File: config.mk
export PLATFORM = sky130hd
export DESIGN_NAME = ddc_ctrl
export DESIGN_NICKNAME = d
export VERILOG_FILES = /design/src/design/ddc_sync.v /design/src/design/ddc_flag.v /design/src/design/ddc_ctrl.v
export VERILOG_INCLUDE_DIRS = /design/src /design/src/design
export SDC_FILE = /design/constraint.sdc
export NUM_CORES = 1
export LEC_CHECK = 0
export BUFFER_PORTS_ARGS = -buffer_cell sky130_fd_sc_hd__buf_2
export CAP_MARGIN = 5
export CORE_UTILIZATION = 54
export DETAILED_ROUTE_END_ITERATION = 10
export HOLD_SLACK_MARGIN = 0.12
export PLACE_DENSITY = 0.81
export SLEW_MARGIN = 5
export SYNTH_ARGS = -nofsm -noshare
export SYNTH_HDL_FRONTEND = slang
export SYNTH_SLANG_ARGS = --single-unit
File: constraint.sdc
create_clock -name i_clk -period 2.48 [get_ports i_clk]
set_input_delay 0.744 -clock i_clk [delete_from_list [all_inputs] [get_ports i_clk]]
set_output_delay 0.744 -clock i_clk [all_outputs]
set_load 0.01 [all_outputs]
File: src/design/ddc_map.vh
// Register map, field positions and reset values of the comparator control
// Behaviour
// - First threshold is 10 bits: bits 9..2 in its high register, bits 1..0 in the low register's two low bits, rest read zero, all reset to zero.
// - Second threshold is 10 bits split the same way over its own high and low registers, unused bits read zero, reset zero.
// - With the second event select set, either second-threshold flag interrupts; with it clear only the falling flag does.
// - The second falling flag sets when the second threshold drops below the negative input and stays until software clears it.
// - The second rising flag sets when the second threshold rises above the negative input and stays until software clears it.
// - Second-threshold requests on o_cmp_irq pass only while the second interrupt enable is one; o_irq gates their status bits with the mask instead.
// - The second result bit is read-only, resets to zero, reads one while the comparator is on and the second threshold is above the negative input.
// - The first event select works the same way for the first-threshold flags.
// - A two-bit field selects the ADC and comparator toggle mode, passed out undecoded.
// - Writing the comparator enable to zero disables the comparator function.
// - The comparator enable bit lives in the first control register: one enables, zero disables.
// - A three-bit field selects the negative input; the all-ones code is reserved and never taken.
// - The first rising and falling flags set on the first threshold going above or below the negative input; software clears each.
// - The first result bit is read-only and reads one while the comparator is on and the first threshold is above the negative input.
`ifndef DDC_MAP_VH
`define DDC_MAP_VH

`define DDC_ADDR_CTRL_ONE 8'h35
`define DDC_ADDR_THR1_HI 8'h36
`define DDC_ADDR_THR1_LO 8'h37
`define DDC_ADDR_CTRL_TWO 8'h38
`define DDC_ADDR_THR2_HI 8'h39
`define DDC_ADDR_THR2_LO 8'h3a
`define DDC_ADDR_IRQ_STAT 8'h3b
`define DDC_ADDR_IRQ_MASK 8'h3c

// Control one fields
`define DDC_C1_ON 7
`define DDC_C1_RES 6
`define DDC_C1_IE 5
`define DDC_C1_RISE 4
`define DDC_C1_FALL 3
`define DDC_C1_NSEL_HI 2
`define DDC_C1_NSEL_LO 0

// Control two fields
`define DDC_C2_SEL1 7
`define DDC_C2_RES 6
`define DDC_C2_IE 5
`define DDC_C2_RISE 4
`define DDC_C2_FALL 3
`define DDC_C2_SEL2 2
`define DDC_C2_TOG_HI 1
`define DDC_C2_TOG_LO 0

// Status and mask layout
`define DDC_ST_RISE1 0
`define DDC_ST_FALL1 1
`define DDC_ST_RISE2 2
`define DDC_ST_FALL2 3

`define DDC_NSEL_RSVD 3'h7
`define DDC_RST_BYTE 8'h00
`define DDC_RST_CODE 10'h000
`define DDC_RST_NIB 4'h0

`endif

File: src/design/ddc_sync.v
// Two-stage synchroniser for asynchronous level inputs
`timescale 1ns/1ns
module ddc_sync #(
  parameter WIDTH = 1
) (
  input wire i_clk,
  input wire i_rst_n,
  input wire [WIDTH-1:0] i_async,
  output wire [WIDTH-1:0] o_sync
);
  reg [WIDTH-1:0] meta_q;
  reg [WIDTH-1:0] sync_q;

  always @(posedge i_clk or negedge i_rst_n) begin
    if (!i_rst_n) begin
      meta_q <= {WIDTH{1'b0}};
      sync_q <= {WIDTH{1'b0}};
    end else begin
      meta_q <= i_async;
      sync_q <= meta_q;
    end
  end

  assign o_sync = sync_q;
endmodule // ddc_sync

File: src/design/ddc_flag.v
// Edge flags, result bit and request for one threshold comparison
`timescale 1ns/1ns
module ddc_flag (
  input wire i_clk,
  input wire i_rst_n,
  input wire i_enable,
  input wire i_level,
  input wire i_clr_rise,
  input wire i_clr_fall,
  input wire i_irq_en,
  input wire i_any_edge,
  output wire o_result,
  output wire o_rise,
  output wire o_fall,
  output wire o_rise_evt,
  output wire o_fall_evt,
  output wire o_req
);
  reg prev_q;
  reg result_q;
  reg rise_q;
  reg fall_q;

  // Edges only count while the comparator runs
  assign o_rise_evt = i_enable & i_level & ~prev_q;
  assign o_fall_evt = i_enable & ~i_level & prev_q;

  always @(posedge i_clk or negedge i_rst_n) begin
    if (!i_rst_n) begin
      prev_q <= 1'b0;
      result_q <= 1'b0;
      rise_q <= 1'b0;
      fall_q <= 1'b0;
    end else begin
      prev_q <= i_level;
      result_q <= i_enable & i_level;
      // Set wins over a clear in the same cycle
      rise_q <= o_rise_evt | (rise_q & ~i_clr_rise);
      fall_q <= o_fall_evt | (fall_q & ~i_clr_fall);
    end
  end

  assign o_result = result_q;
  assign o_rise = rise_q;
  assign o_fall = fall_q;
  assign o_req = i_irq_en & (fall_q | (i_any_edge & rise_q));
endmodule // ddc_flag

File: src/design/ddc_ctrl.v
// Dual threshold comparator control: registers, flags and interrupts
//
// Added by the designer: the plain strobed port.
`timescale 1ns/1ns
`include "ddc_map.vh"
module ddc_ctrl (
  input wire i_clk,
  input wire i_reset_n,
  input wire [7:0] i_addr,
  input wire [7:0] i_wdata,
  input wire i_wr,
  input wire i_rd,
  output wire [7:0] o_rdata,
  input wire i_cmp1_raw,
  input wire i_cmp2_raw,
  output wire o_comparator_on,
  output wire [2:0] o_negative_input_select,
  output wire [9:0] o_first_threshold_dac,
  output wire [9:0] o_second_threshold_dac,
  output wire [1:0] o_toggle_mode_select,
  output wire o_cmp_irq,
  output wire o_irq
);
  // Reset release
  reg rst_meta_q;
  reg rst_sync_q;
  wire rst_n;

  always @(posedge i_clk or negedge i_reset_n) begin
    if (!i_reset_n) begin
      rst_meta_q <= 1'b0;
      rst_sync_q <= 1'b0;
    end else begin
      rst_meta_q <= 1'b1;
      rst_sync_q <= rst_meta_q;
    end
  end

  assign rst_n = rst_sync_q;

  // Register state
  reg on_q;
  reg ie1_q;
  reg [2:0] nsel_q;
  reg sel1_q;
  reg ie2_q;
  reg sel2_q;
  reg [1:0] tog_q;
  reg [7:0] thr1_hi_q;
  reg [1:0] thr1_lo_q;
  reg [7:0] thr2_hi_q;
  reg [1:0] thr2_lo_q;
  reg [3:0] stat_q;
  reg [3:0] mask_q;
  reg [7:0] rdata_q;
  reg [7:0] rdata_d;

  // Write decode
  wire wr_c1;
  wire wr_c2;
  wire wr_t1h;
  wire wr_t1l;
  wire wr_t2h;
  wire wr_t2l;
  wire wr_stat;
  wire wr_mask;

  assign wr_c1 = i_wr & (i_addr == `DDC_ADDR_CTRL_ONE);
  assign wr_c2 = i_wr & (i_addr == `DDC_ADDR_CTRL_TWO);
  assign wr_t1h = i_wr & (i_addr == `DDC_ADDR_THR1_HI);
  assign wr_t1l = i_wr & (i_addr == `DDC_ADDR_THR1_LO);
  assign wr_t2h = i_wr & (i_addr == `DDC_ADDR_THR2_HI);
  assign wr_t2l = i_wr & (i_addr == `DDC_ADDR_THR2_LO);
  assign wr_stat = i_wr & (i_addr == `DDC_ADDR_IRQ_STAT);
  assign wr_mask = i_wr & (i_addr == `DDC_ADDR_IRQ_MASK);

  // Comparator outputs arrive from the analog side
  wire [1:0] cmp_sync;

  ddc_sync #(
    .WIDTH(2)
  ) u_sync (
    .i_clk(i_clk),
    .i_rst_n(rst_n),
    .i_async({i_cmp2_raw, i_cmp1_raw}),
    .o_sync(cmp_sync)
  );

  // Flags are cleared by writing zero to them
  wire clr_r1;
  wire clr_f1;
  wire clr_r2;
  wire clr_f2;

  assign clr_r1 = wr_c1 & ~i_wdata[`DDC_C1_RISE];
  assign clr_f1 = wr_c1 & ~i_wdata[`DDC_C1_FALL];
  assign clr_r2 = wr_c2 & ~i_wdata[`DDC_C2_RISE];
  assign clr_f2 = wr_c2 & ~i_wdata[`DDC_C2_FALL];

  wire res1;
  wire rise1;
  wire fall1;
  wire rise1_evt;
  wire fall1_evt;
  wire req1;
  wire res2;
  wire rise2;
  wire fall2;
  wire rise2_evt;
  wire fall2_evt;
  wire req2;

  ddc_flag u_first (
    .i_clk(i_clk),
    .i_rst_n(rst_n),
    .i_enable(on_q),
    .i_level(cmp_sync[0]),
    .i_clr_rise(clr_r1),
    .i_clr_fall(clr_f1),
    .i_irq_en(ie1_q),
    .i_any_edge(sel1_q),
    .o_result(res1),
    .o_rise(rise1),
    .o_fall(fall1),
    .o_rise_evt(rise1_evt),
    .o_fall_evt(fall1_evt),
    .o_req(req1)
  );

  ddc_flag u_second (
    .i_clk(i_clk),
    .i_rst_n(rst_n),
    .i_enable(on_q),
    .i_level(cmp_sync[1]),
    .i_clr_rise(clr_r2),
    .i_clr_fall(clr_f2),
    .i_irq_en(ie2_q),
    .i_any_edge(sel2_q),
    .o_result(res2),
    .o_rise(rise2),
    .o_fall(fall2),
    .o_rise_evt(rise2_evt),
    .o_fall_evt(fall2_evt),
    .o_req(req2)
  );

  // Control registers
  always @(posedge i_clk or negedge rst_n) begin
    if (!rst_n) begin
      on_q <= 1'b0;
      ie1_q <= 1'b0;
      nsel_q <= 3'h0;
      sel1_q <= 1'b0;
      ie2_q <= 1'b0;
      sel2_q <= 1'b0;
      tog_q <= 2'h0;
    end else begin
      if (wr_c1) begin
        on_q <= i_wdata[`DDC_C1_ON];
        ie1_q <= i_wdata[`DDC_C1_IE];
        if (i_wdata[`DDC_C1_NSEL_HI:`DDC_C1_NSEL_LO] != `DDC_NSEL_RSVD) begin
          nsel_q <= i_wdata[`DDC_C1_NSEL_HI:`DDC_C1_NSEL_LO];
        end
      end
      if (wr_c2) begin
        sel1_q <= i_wdata[`DDC_C2_SEL1];
        ie2_q <= i_wdata[`DDC_C2_IE];
        sel2_q <= i_wdata[`DDC_C2_SEL2];
        tog_q <= i_wdata[`DDC_C2_TOG_HI:`DDC_C2_TOG_LO];
      end
    end
  end

  // Threshold registers
  always @(posedge i_clk or negedge rst_n) begin
    if (!rst_n) begin
      thr1_hi_q <= `DDC_RST_BYTE;
      thr1_lo_q <= 2'h0;
      thr2_hi_q <= `DDC_RST_BYTE;
      thr2_lo_q <= 2'h0;
    end else begin
      if (wr_t1h) begin
        thr1_hi_q <= i_wdata;
      end
      if (wr_t1l) begin
        thr1_lo_q <= i_wdata[1:0];
      end
      if (wr_t2h) begin
        thr2_hi_q <= i_wdata;
      end
      if (wr_t2l) begin
        thr2_lo_q <= i_wdata[1:0];
      end
    end
  end

  // Sticky event status, write one to clear, set wins
  wire [3:0] evt;

  assign evt = {fall2_evt, rise2_evt, fall1_evt, rise1_evt};

  always @(posedge i_clk or negedge rst_n) begin
    if (!rst_n) begin
      stat_q <= `DDC_RST_NIB;
      mask_q <= `DDC_RST_NIB;
    end else begin
      stat_q <= evt | (stat_q & ~({4{wr_stat}} & i_wdata[3:0]));
      if (wr_mask) begin
        mask_q <= i_wdata[3:0];
      end
    end
  end

  // Read mux; result bits come from the flag units only
  always @* begin
    rdata_d = 8'h00;
    case (i_addr)
      `DDC_ADDR_CTRL_ONE: begin
        rdata_d = {on_q, res1, ie1_q, rise1, fall1, nsel_q};
      end
      `DDC_ADDR_CTRL_TWO: begin
        rdata_d = {sel1_q, res2, ie2_q, rise2, fall2, sel2_q, tog_q};
      end
      `DDC_ADDR_THR1_HI: begin
        rdata_d = thr1_hi_q;
      end
      `DDC_ADDR_THR1_LO: begin
        rdata_d = {6'h00, thr1_lo_q};
      end
      `DDC_ADDR_THR2_HI: begin
        rdata_d = thr2_hi_q;
      end
      `DDC_ADDR_THR2_LO: begin
        rdata_d = {6'h00, thr2_lo_q};
      end
      `DDC_ADDR_IRQ_STAT: begin
        rdata_d = {4'h0, stat_q};
      end
      `DDC_ADDR_IRQ_MASK: begin
        rdata_d = {4'h0, mask_q};
      end
      default: begin
        rdata_d = 8'h00;
      end
    endcase
  end

  // Read data stand only in the cycle after the strobe
  always @(posedge i_clk or negedge rst_n) begin
    if (!rst_n) begin
      rdata_q <= 8'h00;
    end else if (i_rd) begin
      rdata_q <= rdata_d;
    end else begin
      rdata_q <= 8'h00;
    end
  end

  assign o_rdata = rdata_q;
  assign o_comparator_on = on_q;
  assign o_negative_input_select = nsel_q;
  assign o_first_threshold_dac = {thr1_hi_q, thr1_lo_q};
  assign o_second_threshold_dac = {thr2_hi_q, thr2_lo_q};
  assign o_toggle_mode_select = tog_q;
  assign o_cmp_irq = req1 | req2;
  assign o_irq = |(stat_q & mask_q);
endmodule // ddc_ctrl

== After elaboration in Yosys (flattened, before gate mapping) ==
Cells that the tools add are included.
Storage, ports and cells
  bits in registers: 60
  bits of input ports: 22
  output and inout port bits: 36
Operators by class
  equality and inequality tests: 9
  mux-type cells: 2
  bitwise logic cells: 50
  reductions and logical operators: 2
Operators by type and width (count)
  8-bit by 6-bit equality test with 1-bit output, second input constant: 8
  8-bit one-hot mux with 8 select lines: 1
  1-bit bitwise AND: 28
  4-bit bitwise AND: 3
  1-bit NOT: 10
  8-bit 2-to-1 mux: 1
  1-bit bitwise OR: 7
  4-bit NOT: 1
  4-bit bitwise OR: 1
  4-bit OR reduction: 1
  3-bit inequality test, second input constant: 1
  2-bit AND reduction: 1

== Depth between registers and ports, before layout ==
  depth after elaboration: 6
  mapped depth: 6
  depth with buffers taken out: 4

== Hierarchy ==
A second synthesis with hierarchy kept.
Unflattened totals
  cells, all modules: 222
  area total of the unflattened synthesis: 2682.6 µm²
By module, submodules not included
  ddc_ctrl: times used 1, cells an instance 188, area an instance 2282.2 µm², seq. area each 1201.2 µm²
  ddc_flag: times used 2, cells an instance 15, area an instance 150.1 µm², seq. area each 100.1 µm²
  ddc_sync: times used 1, cells an instance 4, area an instance 100.1 µm², seq. area each 100.1 µm²

== Worst setup path before layout ==
OpenSTA, ideal clock, no wires.
  kind: input -> register
  from: in i_addr[6]
  to: reg thr2_hi_q[0]
  setup time: 0.125 ns
  arrival time: 1.780 ns
  setup slack: 0.575 ns
  stages: 5
  path buffers: 1
  cells stage by stage: and4bb_4 -> and3_4 -> buf_8 -> nand2_8 -> mux2_4
On the way
  word-level cells in the longest chain between the ends: 2
Ends and longest elaborated chain
  start: declaration: RTL line ddc_ctrl.v:9  | input wire [7:0] i_addr,
  8-bit by 6-bit equality test with 1-bit output
  1-bit bitwise AND: RTL line ddc_ctrl.v:72  | assign wr_t2h = i_wr & (i_addr == `DDC_ADDR_THR2_HI);
  end signal: assignment: RTL line ddc_ctrl.v:179  | thr2_hi_q <= `DDC_RST_BYTE;
  end signal: assignment: RTL line ddc_ctrl.v:189  | thr2_hi_q <= i_wdata;
  end: declaration: RTL line ddc_ctrl.v:51  | reg [7:0] thr2_hi_q;
No other way between the ends.
A chain may end at the register's enable or synchronous reset.

== Final worst setup path ==
  from: reg stat_q[2]
  to: out o_irq
On the way
  word-level cells in the longest chain between the ends: 2
Ends and longest elaborated chain
  start: declaration: RTL line ddc_ctrl.v:53  | reg [3:0] stat_q;
  start signal: assignment: RTL line ddc_ctrl.v:204  | stat_q <= `DDC_RST_NIB;
  start signal: assignment: RTL line ddc_ctrl.v:207  | stat_q <= evt | (stat_q & ~({4{wr_stat}} & i_wdata[3:0]));
  4-bit bitwise AND: RTL line ddc_ctrl.v:266  | assign o_irq = |(stat_q & mask_q);
  4-bit OR reduction: RTL line ddc_ctrl.v:266
  end: declaration: RTL line ddc_ctrl.v:22  | output wire o_irq
No other way between the ends.

==> summary.md <==
| Metric | Value |
|---|---|
| GRT Total Usage | `26.5%` |
| Mapped cell area | `roughly 0.0028 mm^2` |
| Worst Tran Pin Value | `0.713 ns` |
| I/O pins | `a little under 60` |
| Post-synthesis sequential area ratio | `53.0%` |
| FF+latch count, synth | `60` |
| CTS Hold Buffers Added | `0` |
| Non-Filler Instances | `around 370` |
| Post-synth EDFFs | `0` |
| Fill count | `411` |
| CTS resizes | `0` |
| Antenna diode count | `0` |
| ANT nets after route | `0` |
| Worst path required time | `1.74 ns` |
| Asr flop ratio synth | `100%` |
| Top cells by area, synth | `dfrtp_1, mux2_2, mux2_4` |
| Nets | `315` |
| Tcrit/Tclk final | `76.3%` |
| Setup TNS | `0 ns` |
| CTS tree | `built` |
| Dominant synthesized flop cell | `dfrtp_1` |
| DRT Wirelength | `6610 um` |
| Mapped Cells | `about 230` |
| Worst setup EP type | `output port` |
| Reg2Reg Launch Point | `stat_q[2]` |
| Reg2reg end | `o_rdata[2]` |
| Largest net degree at the start of global routing | `34` |
| Max FO, Critical Path | `3` |
| Die height | `74.5 um` |
| Power Total | `0.00201 W` |
| Drt pass-1 iters | `4` |
| Global-route wire length before repair | `10400 um` |
| Core Region | `0.00507 mm^2` |
| Initial core utilization | `between 50% and 60%` |
| CTS Sinks | `60` |
| Setup Fix Bufs, Post-CTS | `0` |
| Num CTS Buffers | `9` |
| Synth Net Count | `253` |
| Share of layout cells above drive strength 1 | `37.2%` |
| Longest Clk Path Bufs | `2` |
| Clock Skew | `0.00679 ns` |
| Final Critical Period | `1.89 ns` |
| Overall die width | `74.5 um` |
| Leak | `between 1.5 and 2 nW` |
| DR vias/cell | `between 5 and 6` |
| CP startpoint kind | `register` |
| Die footprint | `roughly 0.0055 mm^2` |
| Htree depth | `3` |
| Post-layout util | `between 60% and 70%` |
| Min-delay worst type | `in -> async` |
| Yosys warns | `0` |
| Storage cell area | `0.00150 mm^2` |
| Arr. time, crit path | `1.15 ns` |
| Area of the multi-input gates | `around 0.0012 mm^2` |
| WL per Instance | `18.0 um` |
| Vias in the first global route | `between 2k and 2.5k` |
| Routability cong. | `0.874` |
| Rel. slew slack | `52.5%` |
| Clock root buffer | `clkbuf_8` |
| Cell Pwr Density | `602 mW/mm^2` |
| Area Growth Syn to Fin | `18.0%` |
| Vias post-DR | `2112` |
| Post-synth top area share | `53.0%` |
| Post-synth cell types | `52` |
| Worst reg2reg path depth | `4` |
| PortBufs | `57` |
| DR iter-0 viols | `between 100 and 150` |
| Avg Inst Size Synth | `12.3 um^2` |
| WS Path Type | `reg -> out` |
| Post-synth top cells | `dfrtp_1, mux2_2, a21oi_1` |
| Max VDD drop | `slightly below 0.5 mV` |
| Final hold violation count | `0` |
| Initial antenna violation count | `0` |
| DRC violations left | `0` |
| Most frequent cell after synthesis | `dfrtp_1` |
| R2R setup slack | `1.21 ns` |
| Fmax | `528 MHz` |
| Grt ovf | `0` |
| Worst-skew pair later-pin latency | `0.34 ns` |
| Finish-stage setup viols | `0` |
| Detail Placement HPWL | `~4800 um` |
| Max-cap viol count | `0` |
| RSZ-0062 raised after global routing | `no` |
| Status | `completed` |
| Post-synth top area cell | `dfrtp_1` |
| Clock slew seen by the registers of the worst setup and hold paths | `about 0.060 ns` |
| Slew Limit Fails | `0` |
| Placed cell count | `352` |
| # rows | `26` |
-- cell usage in the layout (no fill, tap or decap), types with 7 or more instances in the layout --
master,count
mux2_4,10
nand2_1,12
buf_2,57
a21oi_1,14
mux2_1,7
buf_4,7
dfrtp_1,59
mux2_2,15
o21ai_0,13
clkbuf_8,10
nand3b_1,11
nand3_1,7
-- logic make-up (layout without fill, tap and decap cells) --
| kind of cell | count (synthesis) | count (layout) | share of synthesized area [%] |
|---|---|---|---|
| AOI/OAI and AO/OA | 52 | 52 | 11.9 |
| xor gates and xnor gates | 1 | 1 | 0.309 |
| buffers and inverters | 18 | 85 | 3.44 |
| DFF | 60 | 60 | 53.0 |
| muxes | 37 | 37 | 15.8 |
| other | 1 | 1 | 0.132 |
| and+or+nand+nor | 62 | 62 | 15.4 |
-- metal layers --
metal | vias up | GRT usage [%] | part of all wire [%]
met5 | - | 0 | 0
met4 | 0 | 13.2 | 2.2
met3 | 17 | 6.50 | 6.7
met2 | 103 | 41.7 | 47
met1 | 1022 | 34.2 | 44
li1 | 970 | - | -
-- where the power goes --
part	leakage [nW]	switching (W)	total (W)	internal (W)
combinational	0.809	0.000106	0.000196	0.0000897
sequential	0.772	0.0000452	0.00107	0.00102
clock	0.0844	0.000365	0.000752	0.000388
total	1.67	0.000516	0.00201	0.00150
-- area by class of cell --
| cell class | instances | area share (%) |
|---|---|---|
| repair buffers | 64 | 10.1 |
| inverters | 5 | 0.561 |
| flip-flops and latches | 60 | 44.9 |
| clock inverters | 2 | 0.299 |
| multi-input cells | 153 | 36.9 |
| clock buffers | 14 | 4.56 |
| well taps | 70 | 2.62 |
-- sequential cells by signal (all words and copies together), names as in the netlist, 2 cells and up --
signal and count:
u_sync.meta_q 2, thr2_hi_q 8, o_rdata 8, u_sync.o_sync 2, o_negative_input_select 3, mask_q 4, o_toggle_mode_select 2, thr1_lo_q 2
stat_q 4, thr2_lo_q 2, thr1_hi_q 8
-- through the flow --
stage	hold WS, ns	area, um^2	setup slack (ns)
6_report	0.171	3350	0.587
4_1_cts	0.171	3350	0.580
2_1_floorplan	0.331	2840	0.575
3_3_place_gp	0.328	3180	0.286
5_1_grt	0.175	3350	0.521
3_5_place_dp	0.337	3180	0.249
-- worst max-delay path: stages, from the launching register on --
cell     delay (ns)
dfrtp_1        0.41
a22oi_1        0.17
nand2_1        0.08
buf_2          0.14
-- worst max path at each step --
stage,startpoint,end,slack (ns),cells past startpoint
2_1_floorplan,i_addr[6],thr2_hi_q[0],0.57,5
3_3_place_gp,i_addr[6],sel1_q,0.29,4
3_5_place_dp,i_addr[6],o_toggle_mode_select[1],0.25,4
4_1_cts,stat_q[2],o_irq,0.58,3
5_1_grt,i_addr[6],u_second.o_fall,0.52,5
6_report,stat_q[2],o_irq,0.59,3
No activity file was read; power rests on OpenSTA's default activity.
